File: src/flash_host_regs.vh
// Purpose: constants of the flash host controller
// Assumes: 16-bit flash data, 22-bit word address, 20 MHz clock
// Notes: byte offsets are those of the controller's own AXI4-Lite registers
`ifndef FLASH_HOST_REGS_VH
`define FLASH_HOST_REGS_VH

`define CLK_MHZ 20
`define T_ACC_NS 70
`define T_WP_NS 35
`define T_WPH_NS 20

`define OFS_CTRL 8'h00
`define OFS_ADDR 8'h04
`define OFS_DATA 8'h08
`define OFS_STATUS 8'h0c
`define OFS_RDATA 8'h10
`define OFS_IRQ_STAT 8'h14
`define OFS_IRQ_MASK 8'h18

`define RST_ADDR 32'h00000000
`define RST_DATA 32'h00000000
`define RST_IRQ_MASK 4'h0

`define IRQ_DONE 0
`define IRQ_REFUSED 1
`define IRQ_PROT 2
`define IRQ_HANG 3

`define OP_READ 4'h1
`define OP_QUERY 4'h2
`define OP_IDENT 4'h3
`define OP_SECURE 4'h4
`define OP_RESET 4'h5
`define OP_STATUS 4'h6
`define OP_WORD_PROG 4'h7
`define OP_BUF_START 4'h8
`define OP_BUF_WORD 4'h9
`define OP_BUF_CONFIRM 4'ha
`define OP_SEC_EXIT 4'hb

`define A_UNLOCK1 22'h000555
`define A_UNLOCK2 22'h0002aa
`define A_QUERY 22'h000055
`define A_ANY 22'h000000

`define D_UNLOCK1 16'h00aa
`define D_UNLOCK2 16'h0055
`define D_RESET 16'h00f0
`define D_STATUS 16'h0070
`define D_QUERY 16'h0098
`define D_IDENT 16'h0090
`define D_SECURE 16'h0088
`define D_WORD_PROG 16'h00a0
`define D_BUF_ENTER 16'h0025
`define D_BUF_CONFIRM 16'h0029
`define D_EXIT_ENTRY 16'h0090
`define D_EXIT 16'h0000

`define SR_READY_BIT 7
`define SR_PGM_ERR_BIT 4
`define SR_PROT_BIT 2

`define SECT_LSB 15
`define MAX_BUF_WORDS 32'd128
`define WC_DONE 8'hff

`endif

File: src/flash_cycle.v
// Purpose: one asynchronous flash bus cycle, read or write
// Assumes: go is taken only while busy is low
// Notes: read data passes a three-stage synchroniser before capture
`timescale 1ns/1ps
`include "flash_host_regs.vh"
module flash_cycle (
  input wire i_clk,
  input wire i_rst,
  input wire i_go,
  input wire i_rd,
  input wire [21:0] i_addr,
  input wire [15:0] i_wdata,
  output wire o_busy,
  output reg o_done,
  output reg [15:0] o_rdata,
  output reg [21:0] o_fl_addr,
  output reg [15:0] o_fl_dq,
  output reg o_fl_dq_oe,
  output reg o_fl_ce_n,
  output reg o_fl_we_n,
  output reg o_fl_oe_n,
  input wire [15:0] i_fl_dq
);
  localparam integer ACC_CYC = (`T_ACC_NS * `CLK_MHZ + 999) / 1000;
  localparam integer WP_CYC = (`T_WP_NS * `CLK_MHZ + 999) / 1000;
  localparam integer WPH_CYC = (`T_WPH_NS * `CLK_MHZ + 999) / 1000;
  localparam [3:0] RD_END = ACC_CYC[3:0] + 4'h2;
  localparam [3:0] WP_END = WP_CYC[3:0] - 4'h1;
  localparam [3:0] WPH_END = WPH_CYC[3:0] - 4'h1;
  localparam [3:0] C_IDLE = 4'h1;
  localparam [3:0] C_SETUP = 4'h2;
  localparam [3:0] C_ACT = 4'h4;
  localparam [3:0] C_HOLD = 4'h8;

  reg [3:0] st_r;
  reg [3:0] cnt_r;
  reg rd_r;
  reg [15:0] dq_s1_r;
  reg [15:0] dq_s2_r;
  reg [15:0] dq_s3_r;

  assign o_busy = (st_r != C_IDLE);

  always @(posedge i_clk or posedge i_rst) begin
    if (i_rst) begin
      st_r <= C_IDLE;
      cnt_r <= 4'h0;
      rd_r <= 1'b0;
      o_done <= 1'b0;
      o_rdata <= 16'h0000;
      o_fl_addr <= 22'h000000;
      o_fl_dq <= 16'h0000;
      o_fl_dq_oe <= 1'b0;
      o_fl_ce_n <= 1'b1;
      o_fl_we_n <= 1'b1;
      o_fl_oe_n <= 1'b1;
      dq_s1_r <= 16'h0000;
      dq_s2_r <= 16'h0000;
      dq_s3_r <= 16'h0000;
    end else begin
      o_done <= 1'b0;
      dq_s1_r <= i_fl_dq;
      dq_s2_r <= dq_s1_r;
      dq_s3_r <= dq_s2_r;
      case (st_r)
        C_IDLE: begin
          if (i_go) begin
            o_fl_addr <= i_addr;
            o_fl_dq <= i_wdata;
            rd_r <= i_rd;
            o_fl_ce_n <= 1'b0;
            o_fl_dq_oe <= ~i_rd;
            cnt_r <= 4'h0;
            st_r <= C_SETUP;
          end
        end
        C_SETUP: begin
          if (rd_r) begin
            o_fl_oe_n <= 1'b0;
          end else begin
            o_fl_we_n <= 1'b0;
          end
          st_r <= C_ACT;
        end
        C_ACT: begin
          if (rd_r) begin
            if (cnt_r != RD_END) begin
              cnt_r <= cnt_r + 4'h1;
            end else if (dq_s2_r == dq_s3_r) begin
              // capture only once the last two stages agree
              o_rdata <= dq_s3_r;
              o_fl_oe_n <= 1'b1;
              cnt_r <= 4'h0;
              st_r <= C_HOLD;
            end
          end else if (cnt_r == WP_END) begin
            o_fl_we_n <= 1'b1;
            cnt_r <= 4'h0;
            st_r <= C_HOLD;
          end else begin
            cnt_r <= cnt_r + 4'h1;
          end
        end
        C_HOLD: begin
          if (cnt_r == WPH_END) begin
            o_fl_ce_n <= 1'b1;
            o_fl_dq_oe <= 1'b0;
            o_done <= 1'b1;
            st_r <= C_IDLE;
          end else begin
            cnt_r <= cnt_r + 4'h1;
          end
        end
        default: st_r <= C_IDLE;
      endcase
    end
  end
endmodule // flash_cycle

File: src/axi_lite_slave.v
// Purpose: AXI4-Lite slave front end for the controller registers
// Assumes: read data is decoded combinationally from o_rd_addr
// Notes: one write and one read in flight; responses are always OKAY
`timescale 1ns/1ps
module axi_lite_slave (
  input wire i_clk,
  input wire i_rst,
  input wire [7:0] i_awaddr,
  input wire i_awvalid,
  output wire o_awready,
  input wire [31:0] i_wdata,
  input wire [3:0] i_wstrb,
  input wire i_wvalid,
  output wire o_wready,
  output reg o_bvalid,
  output wire [1:0] o_bresp,
  input wire i_bready,
  input wire [7:0] i_araddr,
  input wire i_arvalid,
  output wire o_arready,
  output reg o_rvalid,
  output reg [31:0] o_rdata,
  output wire [1:0] o_rresp,
  input wire i_rready,
  output reg o_wr,
  output reg [7:0] o_wr_addr,
  output reg [31:0] o_wr_data,
  output reg [3:0] o_wr_strb,
  output wire o_rd,
  output wire [7:0] o_rd_addr,
  input wire [31:0] i_rd_data
);
  reg aw_got_r;
  reg w_got_r;

  assign o_awready = ~aw_got_r & ~o_bvalid;
  assign o_wready = ~w_got_r & ~o_bvalid;
  assign o_bresp = 2'b00;
  assign o_rresp = 2'b00;
  assign o_arready = ~o_rvalid;
  assign o_rd = i_arvalid & ~o_rvalid;
  assign o_rd_addr = i_araddr;

  always @(posedge i_clk or posedge i_rst) begin
    if (i_rst) begin
      aw_got_r <= 1'b0;
      w_got_r <= 1'b0;
      o_bvalid <= 1'b0;
      o_wr <= 1'b0;
      o_wr_addr <= 8'h00;
      o_wr_data <= 32'h00000000;
      o_wr_strb <= 4'h0;
      o_rvalid <= 1'b0;
      o_rdata <= 32'h00000000;
    end else begin
      o_wr <= 1'b0;
      if (i_awvalid & o_awready) begin
        aw_got_r <= 1'b1;
        o_wr_addr <= i_awaddr;
      end
      if (i_wvalid & o_wready) begin
        w_got_r <= 1'b1;
        o_wr_data <= i_wdata;
        o_wr_strb <= i_wstrb;
      end
      if (aw_got_r & w_got_r) begin
        aw_got_r <= 1'b0;
        w_got_r <= 1'b0;
        o_wr <= 1'b1;
        o_bvalid <= 1'b1;
      end else if (o_bvalid & i_bready) begin
        o_bvalid <= 1'b0;
      end
      if (o_rd) begin
        o_rvalid <= 1'b1;
        o_rdata <= i_rd_data;
      end else if (o_rvalid & i_rready) begin
        o_rvalid <= 1'b0;
      end
    end
  end
endmodule // axi_lite_slave

File: src/flash_host_ctrl.v
// Purpose: host controller that drives a parallel flash through its
//   query, identification and secure region command sequences
// Assumes: software starts one operation at a time through CTRL
// Notes: the controller mirrors the device mode and refuses sequences
//   that the device state would not accept
// Behaviour
// - query mode ends with reset, previous mode
// - identification mode ends with reset, previous mode
// - secure mode: reads, status enable, reset exit
// - unlock: aa at 555, 55 at 2aa
// - unprotected: a0 word or 25 buffer program
// - exit: 90 at 555 then 00
// - valid count and sector start buffer loading
// - count at -1, 29 starts buffer program
// - timeout hang cleared only by reset f0
`timescale 1ns/1ps
`include "flash_host_regs.vh"
module flash_host_ctrl (
  input wire I_REF_CLK,
  input wire I_SYS_RST,
  input wire [7:0] I_AWADDR,
  input wire I_AWVALID,
  output wire O_AWREADY,
  input wire [31:0] I_WDATA,
  input wire [3:0] I_WSTRB,
  input wire I_WVALID,
  output wire O_WREADY,
  output wire O_BVALID,
  output wire [1:0] O_BRESP,
  input wire I_BREADY,
  input wire [7:0] I_ARADDR,
  input wire I_ARVALID,
  output wire O_ARREADY,
  output wire O_RVALID,
  output wire [31:0] O_RDATA,
  output wire [1:0] O_RRESP,
  input wire I_RREADY,
  output wire [21:0] O_FL_ADDR,
  output wire [15:0] O_FL_DQ,
  output wire O_FL_DQ_OE,
  input wire [15:0] I_FL_DQ,
  output wire O_FL_CE_N,
  output wire O_FL_WE_N,
  output wire O_FL_OE_N,
  output wire O_IRQ
);
  localparam [8:0] S_IDLE = 9'h001;
  localparam [8:0] S_CHKW = 9'h002;
  localparam [8:0] S_CHKR = 9'h004;
  localparam [8:0] S_CMD = 9'h008;
  localparam [8:0] S_RD = 9'h010;
  localparam [8:0] S_POLLW = 9'h020;
  localparam [8:0] S_POLLR = 9'h040;
  localparam [8:0] S_HANG = 9'h080;
  localparam [8:0] S_FIN = 9'h100;
  localparam [3:0] M_READ = 4'h1;
  localparam [3:0] M_QUERY = 4'h2;
  localparam [3:0] M_IDENT = 4'h4;
  localparam [3:0] M_SECURE = 4'h8;

  wire wr;
  wire [7:0] wr_addr;
  wire [31:0] wr_data;
  wire [3:0] wr_strb;
  wire rd;
  wire [7:0] rd_addr;
  reg [31:0] rd_data;
  wire eng_busy;
  wire eng_done;
  wire [15:0] eng_rdata;

  reg [8:0] state_r;
  reg [3:0] op_r;
  reg [3:0] mode_r;
  reg [3:0] prev_mode_r;
  reg [31:0] addr_r;
  reg [31:0] data_r;
  reg [15:0] rdata_r;
  reg [3:0] irq_stat_r;
  reg [3:0] irq_mask_r;
  reg [3:0] irq_set;
  reg issued_r;
  reg go_r;
  reg [1:0] idx_r;
  reg [2:0] n_cyc_r;
  reg need_chk_r;
  reg need_rd_r;
  reg need_poll_r;
  reg buf_active_r;
  reg [6:0] entry_sector_addr_r;
  reg [7:0] remaining_word_count_r;
  reg [21:0] seq_addr [0:3];
  reg [15:0] seq_data [0:3];
  reg req_rd;
  reg [21:0] req_addr;
  reg [15:0] req_data;
  wire ctrl_wr;
  wire start;
  wire [6:0] current_sector_addr;
  wire [21:0] fl_a;
  wire [15:0] wc_word;

  assign current_sector_addr = addr_r[21:`SECT_LSB];
  assign fl_a = addr_r[21:0];
  assign wc_word = data_r[15:0] - 16'h0001;
  assign ctrl_wr = wr & (wr_addr == `OFS_CTRL) & wr_strb[0];

  // whether the mirrored device state accepts an operation now
  function op_ok;
    input [3:0] op;
    input [3:0] mode;
    input buf_on;
    input [7:0] wc;
    input sect_eq;
    input [31:0] cnt;
    reg sec_idle;
    begin
      sec_idle = (mode == M_SECURE) & ~buf_on;
      case (op)
        `OP_READ: op_ok = 1'b1;
        `OP_QUERY: op_ok = (mode != M_QUERY);
        `OP_IDENT: op_ok = (mode == M_READ);
        `OP_SECURE: op_ok = (mode == M_READ);
        `OP_RESET: op_ok = (mode != M_READ) | buf_on;
        `OP_STATUS: op_ok = (mode == M_SECURE);
        `OP_WORD_PROG: op_ok = sec_idle;
        `OP_SEC_EXIT: op_ok = sec_idle;
        `OP_BUF_START: op_ok = sec_idle & (cnt != 32'h0) &
          (cnt <= `MAX_BUF_WORDS);
        `OP_BUF_WORD: op_ok = buf_on & ~wc[7] & sect_eq;
        `OP_BUF_CONFIRM: op_ok = buf_on & (wc == `WC_DONE) &
          sect_eq;
        default: op_ok = 1'b0;
      endcase
    end
  endfunction

  // byte-lane merge for software-writable words
  function [31:0] merge;
    input [31:0] old;
    input [31:0] nw;
    input [3:0] strb;
    integer k;
    begin
      merge = old;
      for (k = 0; k < 4; k = k + 1) begin
        if (strb[k]) begin
          merge[k*8 +: 8] = nw[k*8 +: 8];
        end
      end
    end
  endfunction

  assign start = ctrl_wr & (state_r == S_IDLE) &
    op_ok(wr_data[3:0], mode_r, buf_active_r, remaining_word_count_r,
      current_sector_addr == entry_sector_addr_r, data_r);
  assign O_IRQ = |(irq_stat_r & irq_mask_r);

  axi_lite_slave u_slave (
    .i_clk(I_REF_CLK),
    .i_rst(I_SYS_RST),
    .i_awaddr(I_AWADDR),
    .i_awvalid(I_AWVALID),
    .o_awready(O_AWREADY),
    .i_wdata(I_WDATA),
    .i_wstrb(I_WSTRB),
    .i_wvalid(I_WVALID),
    .o_wready(O_WREADY),
    .o_bvalid(O_BVALID),
    .o_bresp(O_BRESP),
    .i_bready(I_BREADY),
    .i_araddr(I_ARADDR),
    .i_arvalid(I_ARVALID),
    .o_arready(O_ARREADY),
    .o_rvalid(O_RVALID),
    .o_rdata(O_RDATA),
    .o_rresp(O_RRESP),
    .i_rready(I_RREADY),
    .o_wr(wr),
    .o_wr_addr(wr_addr),
    .o_wr_data(wr_data),
    .o_wr_strb(wr_strb),
    .o_rd(rd),
    .o_rd_addr(rd_addr),
    .i_rd_data(rd_data)
  );

  flash_cycle u_cycle (
    .i_clk(I_REF_CLK),
    .i_rst(I_SYS_RST),
    .i_go(go_r),
    .i_rd(req_rd),
    .i_addr(req_addr),
    .i_wdata(req_data),
    .o_busy(eng_busy),
    .o_done(eng_done),
    .o_rdata(eng_rdata),
    .o_fl_addr(O_FL_ADDR),
    .o_fl_dq(O_FL_DQ),
    .o_fl_dq_oe(O_FL_DQ_OE),
    .o_fl_ce_n(O_FL_CE_N),
    .o_fl_we_n(O_FL_WE_N),
    .o_fl_oe_n(O_FL_OE_N),
    .i_fl_dq(I_FL_DQ)
  );

  always @* begin
    rd_data = 32'h00000000;
    case (rd_addr)
      `OFS_CTRL: rd_data = {28'h0, op_r};
      `OFS_ADDR: rd_data = addr_r;
      `OFS_DATA: rd_data = data_r;
      `OFS_STATUS: rd_data = {16'h0, remaining_word_count_r,
        buf_active_r, 2'b00, ~state_r[0], mode_r};
      `OFS_RDATA: rd_data = {16'h0, rdata_r};
      `OFS_IRQ_STAT: rd_data = {28'h0, irq_stat_r};
      `OFS_IRQ_MASK: rd_data = {28'h0, irq_mask_r};
      default: rd_data = 32'h00000000;
    endcase
  end

  // bus cycle that the present state asks for
  always @* begin
    req_rd = 1'b0;
    req_addr = `A_UNLOCK1;
    req_data = `D_STATUS;
    case (state_r)
      S_CHKR, S_POLLR: req_rd = 1'b1;
      S_CMD: begin
        req_addr = seq_addr[idx_r];
        req_data = seq_data[idx_r];
      end
      S_RD: begin
        req_rd = 1'b1;
        req_addr = fl_a;
      end
      S_HANG: begin
        req_addr = `A_ANY;
        req_data = `D_RESET;
      end
      default: req_rd = 1'b0;
    endcase
  end

  // command sequence loaded at the start of an operation
  always @(posedge I_REF_CLK) begin
    if (start) begin
      seq_addr[0] <= `A_UNLOCK1;
      seq_data[0] <= `D_UNLOCK1;
      seq_addr[1] <= `A_UNLOCK2;
      seq_data[1] <= `D_UNLOCK2;
      seq_addr[2] <= `A_UNLOCK1;
      seq_data[2] <= `D_IDENT;
      seq_addr[3] <= fl_a;
      seq_data[3] <= data_r[15:0];
      case (wr_data[3:0])
        `OP_QUERY: begin
          seq_addr[0] <= `A_QUERY;
          seq_data[0] <= `D_QUERY;
        end
        `OP_RESET: begin
          seq_addr[0] <= `A_ANY;
          seq_data[0] <= `D_RESET;
        end
        `OP_STATUS: seq_data[0] <= `D_STATUS;
        `OP_SECURE: seq_data[2] <= `D_SECURE;
        `OP_WORD_PROG: seq_data[2] <= `D_WORD_PROG;
        `OP_BUF_START: begin
          seq_addr[2] <= fl_a;
          seq_data[2] <= `D_BUF_ENTER;
          seq_addr[3] <= fl_a;
          seq_data[3] <= wc_word;
        end
        `OP_BUF_WORD: begin
          seq_addr[0] <= fl_a;
          seq_data[0] <= data_r[15:0];
        end
        `OP_BUF_CONFIRM: begin
          seq_addr[0] <= fl_a;
          seq_data[0] <= `D_BUF_CONFIRM;
        end
        `OP_SEC_EXIT: begin
          seq_data[2] <= `D_EXIT_ENTRY;
          seq_addr[3] <= `A_ANY;
          seq_data[3] <= `D_EXIT;
        end
        default: seq_data[0] <= `D_UNLOCK1;
      endcase
    end
  end

  always @* begin
    irq_set = 4'h0;
    irq_set[`IRQ_REFUSED] = ctrl_wr & ~start;
    irq_set[`IRQ_DONE] = (state_r == S_FIN);
    irq_set[`IRQ_PROT] = (state_r == S_CHKR) & eng_done &
      eng_rdata[`SR_PROT_BIT];
    irq_set[`IRQ_HANG] = (state_r == S_HANG) & eng_done;
  end

  always @(posedge I_REF_CLK or posedge I_SYS_RST) begin
    if (I_SYS_RST) begin
      state_r <= S_IDLE;
      op_r <= 4'h0;
      mode_r <= M_READ;
      prev_mode_r <= M_READ;
      addr_r <= `RST_ADDR;
      data_r <= `RST_DATA;
      rdata_r <= 16'h0000;
      irq_stat_r <= 4'h0;
      irq_mask_r <= `RST_IRQ_MASK;
      issued_r <= 1'b0;
      go_r <= 1'b0;
      idx_r <= 2'b00;
      n_cyc_r <= 3'h0;
      need_chk_r <= 1'b0;
      need_rd_r <= 1'b0;
      need_poll_r <= 1'b0;
      buf_active_r <= 1'b0;
      entry_sector_addr_r <= 7'h00;
      remaining_word_count_r <= 8'h00;
    end else begin
      go_r <= 1'b0;
      // a new event wins over a same-cycle write-one-to-clear
      irq_stat_r <= (irq_stat_r & ~((wr & (wr_addr == `OFS_IRQ_STAT)) ?
        wr_data[3:0] & {4{wr_strb[0]}} : 4'h0)) | irq_set;
      if (wr & (wr_addr == `OFS_IRQ_MASK) & wr_strb[0]) begin
        irq_mask_r <= wr_data[3:0];
      end
      if (wr & (wr_addr == `OFS_ADDR) & state_r[0]) begin
        addr_r <= merge(addr_r, wr_data, wr_strb);
      end
      if (wr & (wr_addr == `OFS_DATA) & state_r[0]) begin
        data_r <= merge(data_r, wr_data, wr_strb);
      end
      if (~state_r[0] & ~state_r[8] & ~issued_r & ~eng_busy) begin
        go_r <= 1'b1;
        issued_r <= 1'b1;
      end
      if (eng_done) begin
        issued_r <= 1'b0;
      end
      case (state_r)
        S_IDLE: begin
          if (start) begin
            op_r <= wr_data[3:0];
            idx_r <= 2'b00;
            need_chk_r <= 1'b0;
            need_rd_r <= 1'b0;
            need_poll_r <= 1'b0;
            n_cyc_r <= 3'h1;
            case (wr_data[3:0])
              `OP_READ: n_cyc_r <= 3'h0;
              `OP_IDENT, `OP_SECURE: n_cyc_r <= 3'h3;
              `OP_STATUS: need_rd_r <= 1'b1;
              `OP_WORD_PROG: begin
                n_cyc_r <= 3'h4;
                need_chk_r <= 1'b1;
                need_poll_r <= 1'b1;
              end
              `OP_BUF_START: begin
                n_cyc_r <= 3'h4;
                need_chk_r <= 1'b1;
              end
              `OP_BUF_CONFIRM: need_poll_r <= 1'b1;
              `OP_SEC_EXIT: n_cyc_r <= 3'h4;
              default: n_cyc_r <= 3'h1;
            endcase
            if (wr_data[3:0] == `OP_READ) begin
              state_r <= S_RD;
              need_rd_r <= 1'b1;
            end else if ((wr_data[3:0] == `OP_WORD_PROG) |
                (wr_data[3:0] == `OP_BUF_START)) begin
              state_r <= S_CHKW;
            end else begin
              state_r <= S_CMD;
            end
          end
        end
        S_CHKW: if (eng_done) state_r <= S_CHKR;
        S_CHKR: begin
          if (eng_done) begin
            rdata_r <= eng_rdata;
            // protected region: nothing beyond the status read
            state_r <= eng_rdata[`SR_PROT_BIT] ? S_IDLE : S_CMD;
          end
        end
        S_CMD: begin
          if (eng_done) begin
            idx_r <= idx_r + 2'b01;
            if ({1'b0, idx_r} + 3'h1 == n_cyc_r) begin
              state_r <= need_rd_r ? S_RD :
                need_poll_r ? S_POLLW : S_FIN;
            end
          end
        end
        S_RD: begin
          if (eng_done) begin
            rdata_r <= eng_rdata;
            state_r <= S_FIN;
          end
        end
        S_POLLW: if (eng_done) state_r <= S_POLLR;
        S_POLLR: begin
          if (eng_done) begin
            rdata_r <= eng_rdata;
            if (~eng_rdata[`SR_READY_BIT]) begin
              state_r <= S_POLLW;
            end else if (eng_rdata[`SR_PGM_ERR_BIT]) begin
              state_r <= S_HANG;
            end else begin
              state_r <= S_FIN;
            end
          end
        end
        S_HANG: if (eng_done) state_r <= S_FIN;
        S_FIN: begin
          state_r <= S_IDLE;
          case (op_r)
            `OP_QUERY, `OP_IDENT, `OP_SECURE: begin
              prev_mode_r <= mode_r;
              mode_r <= (op_r == `OP_QUERY) ? M_QUERY :
                (op_r == `OP_IDENT) ? M_IDENT : M_SECURE;
            end
            `OP_RESET: begin
              if (~buf_active_r) begin
                mode_r <= prev_mode_r;
                prev_mode_r <= M_READ;
              end
              buf_active_r <= 1'b0;
            end
            `OP_SEC_EXIT: begin
              mode_r <= prev_mode_r;
              prev_mode_r <= M_READ;
            end
            `OP_BUF_START: begin
              buf_active_r <= 1'b1;
              entry_sector_addr_r <= current_sector_addr;
              remaining_word_count_r <= wc_word[7:0];
            end
            `OP_BUF_WORD: remaining_word_count_r <=
              remaining_word_count_r - 8'h01;
            `OP_BUF_CONFIRM: buf_active_r <= 1'b0;
            default: mode_r <= mode_r;
          endcase
        end
        default: state_r <= S_IDLE;
      endcase
    end
  end
endmodule // flash_host_ctrl

File: config.mk
export PLATFORM = sky130hd
export DESIGN_NAME = flash_host_ctrl
export DESIGN_NICKNAME = d
export VERILOG_FILES = /design/src/flash_cycle.v /design/src/axi_lite_slave.v /design/src/flash_host_ctrl.v
export VERILOG_INCLUDE_DIRS = /design/src
export SDC_FILE = /design/constraint.sdc
export NUM_CORES = 1
export LEC_CHECK = 0
export BUFFER_PORTS_ARGS = -buffer_cell sky130_fd_sc_hd__buf_2
export CAP_MARGIN = 20
export CORE_AREA = 2 2 227 229
export DETAILED_ROUTE_END_ITERATION = 10
export DIE_AREA = 0 0 229 231
export PLACE_DENSITY_LB_ADDON = 0.1
export SYNTH_ARGS = -nofsm -noshare
export SYNTH_HDL_FRONTEND = slang
export SYNTH_SLANG_ARGS = --single-unit
File: constraint.sdc
create_clock -name I_REF_CLK -period 28.9 [get_ports I_REF_CLK]
set_clock_uncertainty 0.05 [all_clocks]
set_input_delay 5.78 -clock I_REF_CLK [delete_from_list [all_inputs] [get_ports I_REF_CLK]]
set_output_delay 5.78 -clock I_REF_CLK [all_outputs]
set_load 0.01 [all_outputs]
==> summary.md <==
| Metric | Value |
|---|---|
| Hold Fails Final Rpt | `0` |
| Num ports | `159` |
| Max Cap Viol | `0` |
| Critical path type | `input pin to async pin` |
| Max Slew Vio Count | `0` |
| Rel. slew slack | `0.291` |
| Netlist Area Pre-Place | `0.0189 sq mm` |
| Number of different library cells in the post-synthesis netlist | `between 70 and 80` |
| Register bit total from synthesis | `~430` |
| Startpoint of the worst hold path | `u_cycle.dq_s1_r[0]` |
| Largest net degree at the start of global routing | `127` |
| R2R Path Start | `data_r[0]` |
| Post-CTS Setup Bufs | `0` |
| Syn Area/Cell | `11.3 sq um` |
| Yosys warning count | `0` |
| CTS clk-pin slew, worst paths | `60 ps` |
| Post-route cell area | `~0.022 sq mm` |
| Top delay family on crit path | `buffers and inverters` |
| Fillers | `4,892` |
| DRT Pass-1 Iters | `6` |
| Post-layout nets | `1,877` |
| Crit path top cell by count | `buf_4` |
| CTS Hold Bufs | `0` |
| Initial antenna violation count | `0` |
| H-tree depth | `2` |
| Worst Tran Pin Value | `1060 ps` |
| Area of the core | `0.0507 sq mm` |
| Die H | `231 um` |
| Ant. Diodes | `0` |
| Crit share post-route | `0.274` |
| Die Span X | `229 um` |
| Fin Setup TNS | `0 ps` |
| Residual DRC count | `0` |
| Critical path startpoint category | `input pin` |
| Final wirelength | `54,800 um` |
| Post-CTS Resized | `0` |
| Die ar. | `~0.053 sq mm` |
| Placer congestion estimate | `0.845` |
| CP required | `roughly 29,000 ps` |
| CP max stage delay | `880 ps` |
| Clk root buf | `clkbuf_16` |
| Async set-reset flop share out of synthesis | `0.763` |
| Clk sinks | `434` |
| Initial Utilization | `0.374` |
| Placed cell area | `0.0204 sq mm` |
| Met1 wire length | `26,100 um` |
| Leak | `between 9 and 10 nW` |
| R2R depth | `10` |
| R2R setup slack | `24,900 ps` |
| WHS Endpoint | `u_cycle.dq_s2_r[0]` |
| Cell count after synthesis | `1,675` |
| Total GRT Usage | `0.208` |
| WL/cell | `approximately 22 um` |
| Met2 routed WL | `24,600 um` |
| Top Layer Used | `met4` |
| DP HPWL | `36,900 um` |
| RSZ-0062 raised after global routing | `no` |
| Post-synth EDFFs | `73` |
| Layout cell share with drive strength beyond 1 | `0.243` |
| Initial drt markers | `between 1,000 and 1,500` |
| Vias/cell | `5.42` |
| Num CTS Buffers | `49` |
| Worst skew pair latency | `600 ps` |
| Dominant synthesized flop cell | `dfrtp_1` |
| Hold WC Path Type | `flip-flop to flip-flop` |
| First-pass GRT wire length | `84,600 um` |
| Hold path cells | `0` |
| Vias in the first global route | `13,300` |
| Slowest CP cell | `buf_4` |
| PD cells | `around 75 mW/mm^2` |
| Fmax | `0.126 GHz` |
| GR Overflow Total | `0` |
| Met3 WL | `between 2000 and 3000 um` |
| Final count of negative-setup-slack endpoints | `0` |
| Worst Path Max Fanout | `126` |
| Num rows | `83` |
| Area grow syn2layout | `16.2%` |
| CTS max path bufs | `3` |
| Post-synthesis sequential area ratio | `0.585` |
| Port Buffer Count | `154` |
| Max VDD drop | `just over 60 uV` |
| CTS tree | `yes` |
| Status | `complete, no violations` |
| CP Buf/Inv Count | `4` |
| Routed via count | `about 14,000` |
| CP endpoint kind | `async pin` |
| Minimum clock period | `roughly 7900 ps` |
| CP Data Arrival Time | `about 8400 ps` |
| CP cell instances | `buf_2 -> inv_8 -> buf_4 -> buf_4` |
| Routed Antenna Nets | `0` |
| FF-to-FF End | `seq_addr[2][6]` |
worst max path at each step:
stage / start / end / slack (ps) / depth (start not counted)
after global placement: I_SYS_RST / u_cycle.o_fl_addr[13] / 20320 / 4
after global routing: I_SYS_RST / u_cycle.o_fl_addr[16] / 20510 / 4
final: I_SYS_RST / u_cycle.o_fl_addr[18] / 20980 / 4
after detailed placement: I_SYS_RST / u_cycle.o_fl_addr[18] / 20260 / 4
after CTS: I_SYS_RST / u_slave.o_wr_data[9] / 20890 / 4
after floorplan: I_SYS_RST / addr_r[0] / 13910 / 1
layer usage:
metal | vias to the layer above | global-route usage
met5 | - | 0
met4 | 0 | 0.0538
met3 | 78 | 0.0298
met2 | 395 | 0.322
met1 | 6889 | 0.306
li1 | 6253 | -
state kept, by name, summed over array words and instances, names as in the netlist, 7 cells and up:
signal and count:
seq_addr 66, data_r 32, entry_sector_addr_r 7, u_slave.o_wr_data 32, rdata_r 16, u_slave.o_wr_addr 8
remaining_word_count_r 8, u_cycle.o_fl_dq 16, u_cycle.o_fl_addr 22, u_cycle.o_rdata 16, state_r 9, u_cycle.dq_s2_r 16
seq_data 37, u_slave.o_rdata 32, addr_r 32, u_cycle.dq_s3_r 16, u_cycle.dq_s1_r 16
synthesized netlist by cell type, types with 13 or more instances:
library cell	n	area share
a22oi_1	40	0.016
xnor2_1	25	0.012
a21oi_1	52	0.014
nand3_1	34	0.0090
a21o_1	22	0.0087
dfxtp_1	30	0.032
a221oi_1	19	0.0088
nand2_1	212	0.042
clkbuf_1	82	0.016
edfxtp_1	73	0.12
mux2_2	168	0.10
mux2i_1	14	0.0074
nor2_1	113	0.022
o21ai_0	100	0.026
nor4_1	19	0.0063
buf_2	13	0.0034
inv_1	20	0.0040
dfrtp_1	324	0.43
nand2b_1	19	0.0063
nor2b_1	28	0.0092
o31ai_1	13	0.0052
a22o_1	16	0.0074
and3_1	36	0.012
xor2_1	19	0.0088
nor3_1	19	0.0050
worst reg2reg max path: stages (launching register included):
cell,delay [ps]
dfrtp_1,460
inv_1,180
ha_1,240
or4b_1,570
nor3_1,250
xor2_1,110
o41a_1,660
a21oi_4,240
buf_4,440
and2_1,450
nand2b_1,100
metrics by stage:
step / utilization / setup WS (ps) / hold WS [ps] / cells / power [W]
floorplan: - / 13910 / 281 / 1678 / 0.000908
global placement: 0.402 / 20320 / 284 / 2425 / 0.00100
detailed placement: 0.402 / 20260 / 285 / 2425 / 0.00101
CTS: 0.435 / 20890 / 298 / 2514 / 0.00166
global route: 0.435 / 20510 / 314 / 2514 / 0.00172
finish: 0.435 / 20980 / 297 / 2514 / 0.00164
report_power, final:
group	switching (W)	leakage, nW	internal [W]
logic	0.000153	3.84	0.000103
clock network	0.000255	0.821	0.000391
registers	0.0000664	5.22	0.000673
total	0.000474	9.89	0.00117
cell families (layout without fill, tap and decap cells):
logic type      count (synthesis)  count (layout)  share of synthesized area
buf+inv                       131             287                     0.0294
other cells                     1               4                   0.000198
fa+ha+maj                       6               6                    0.00396
flops                         434             434                      0.585
xor+xnor                       44              44                     0.0203
mux                           182             182                      0.107
compound gates                333             333                      0.116
simple gates                  544             544                      0.138
area by class of cell:
class	count	area, sq um	area share
multi-input combinational	1113	7390	0.336
sequential	434	11100	0.503
tap	680	851	0.0386
clock inverter	14	213	0.00966
timing repair buffer	177	943	0.0428
clock buffer	75	1450	0.0660
inverter	21	86.3	0.00392
cells in the final DEF (no fill, tap or decap), types with 8 or more instances in the layout:
| cell type | n |
|---|---|
| buf_2 | 154 |
| nor2_1 | 111 |
| a31oi_1 | 11 |
| a221oi_1 | 19 |
| nand2b_1 | 19 |
| nor3_1 | 19 |
| a222oi_1 | 11 |
| nor2b_1 | 28 |
| mux2_2 | 168 |
| mux2i_1 | 14 |
| clkbuf_8 | 13 |
| o31ai_1 | 13 |
| nand3_1 | 34 |
| a22o_1 | 16 |
| dfrtp_1 | 324 |
| a21oi_1 | 49 |
| nor4_1 | 18 |
| xnor2_1 | 25 |
| nand3b_1 | 8 |
| buf_4 | 23 |
| a22oi_1 | 40 |
| edfxtp_1 | 73 |
| clkbuf_1 | 13 |
| o32ai_1 | 10 |
| xor2_1 | 19 |
| nand4_1 | 10 |
| clkbuf_16 | 49 |
| nor3b_1 | 8 |
| a21o_1 | 22 |
| dfxtp_1 | 30 |
| nand2_1 | 211 |
| o21ai_0 | 100 |
| and3_1 | 36 |
| inv_1 | 19 |
Note: power is estimated with default switching activity, not from simulation.
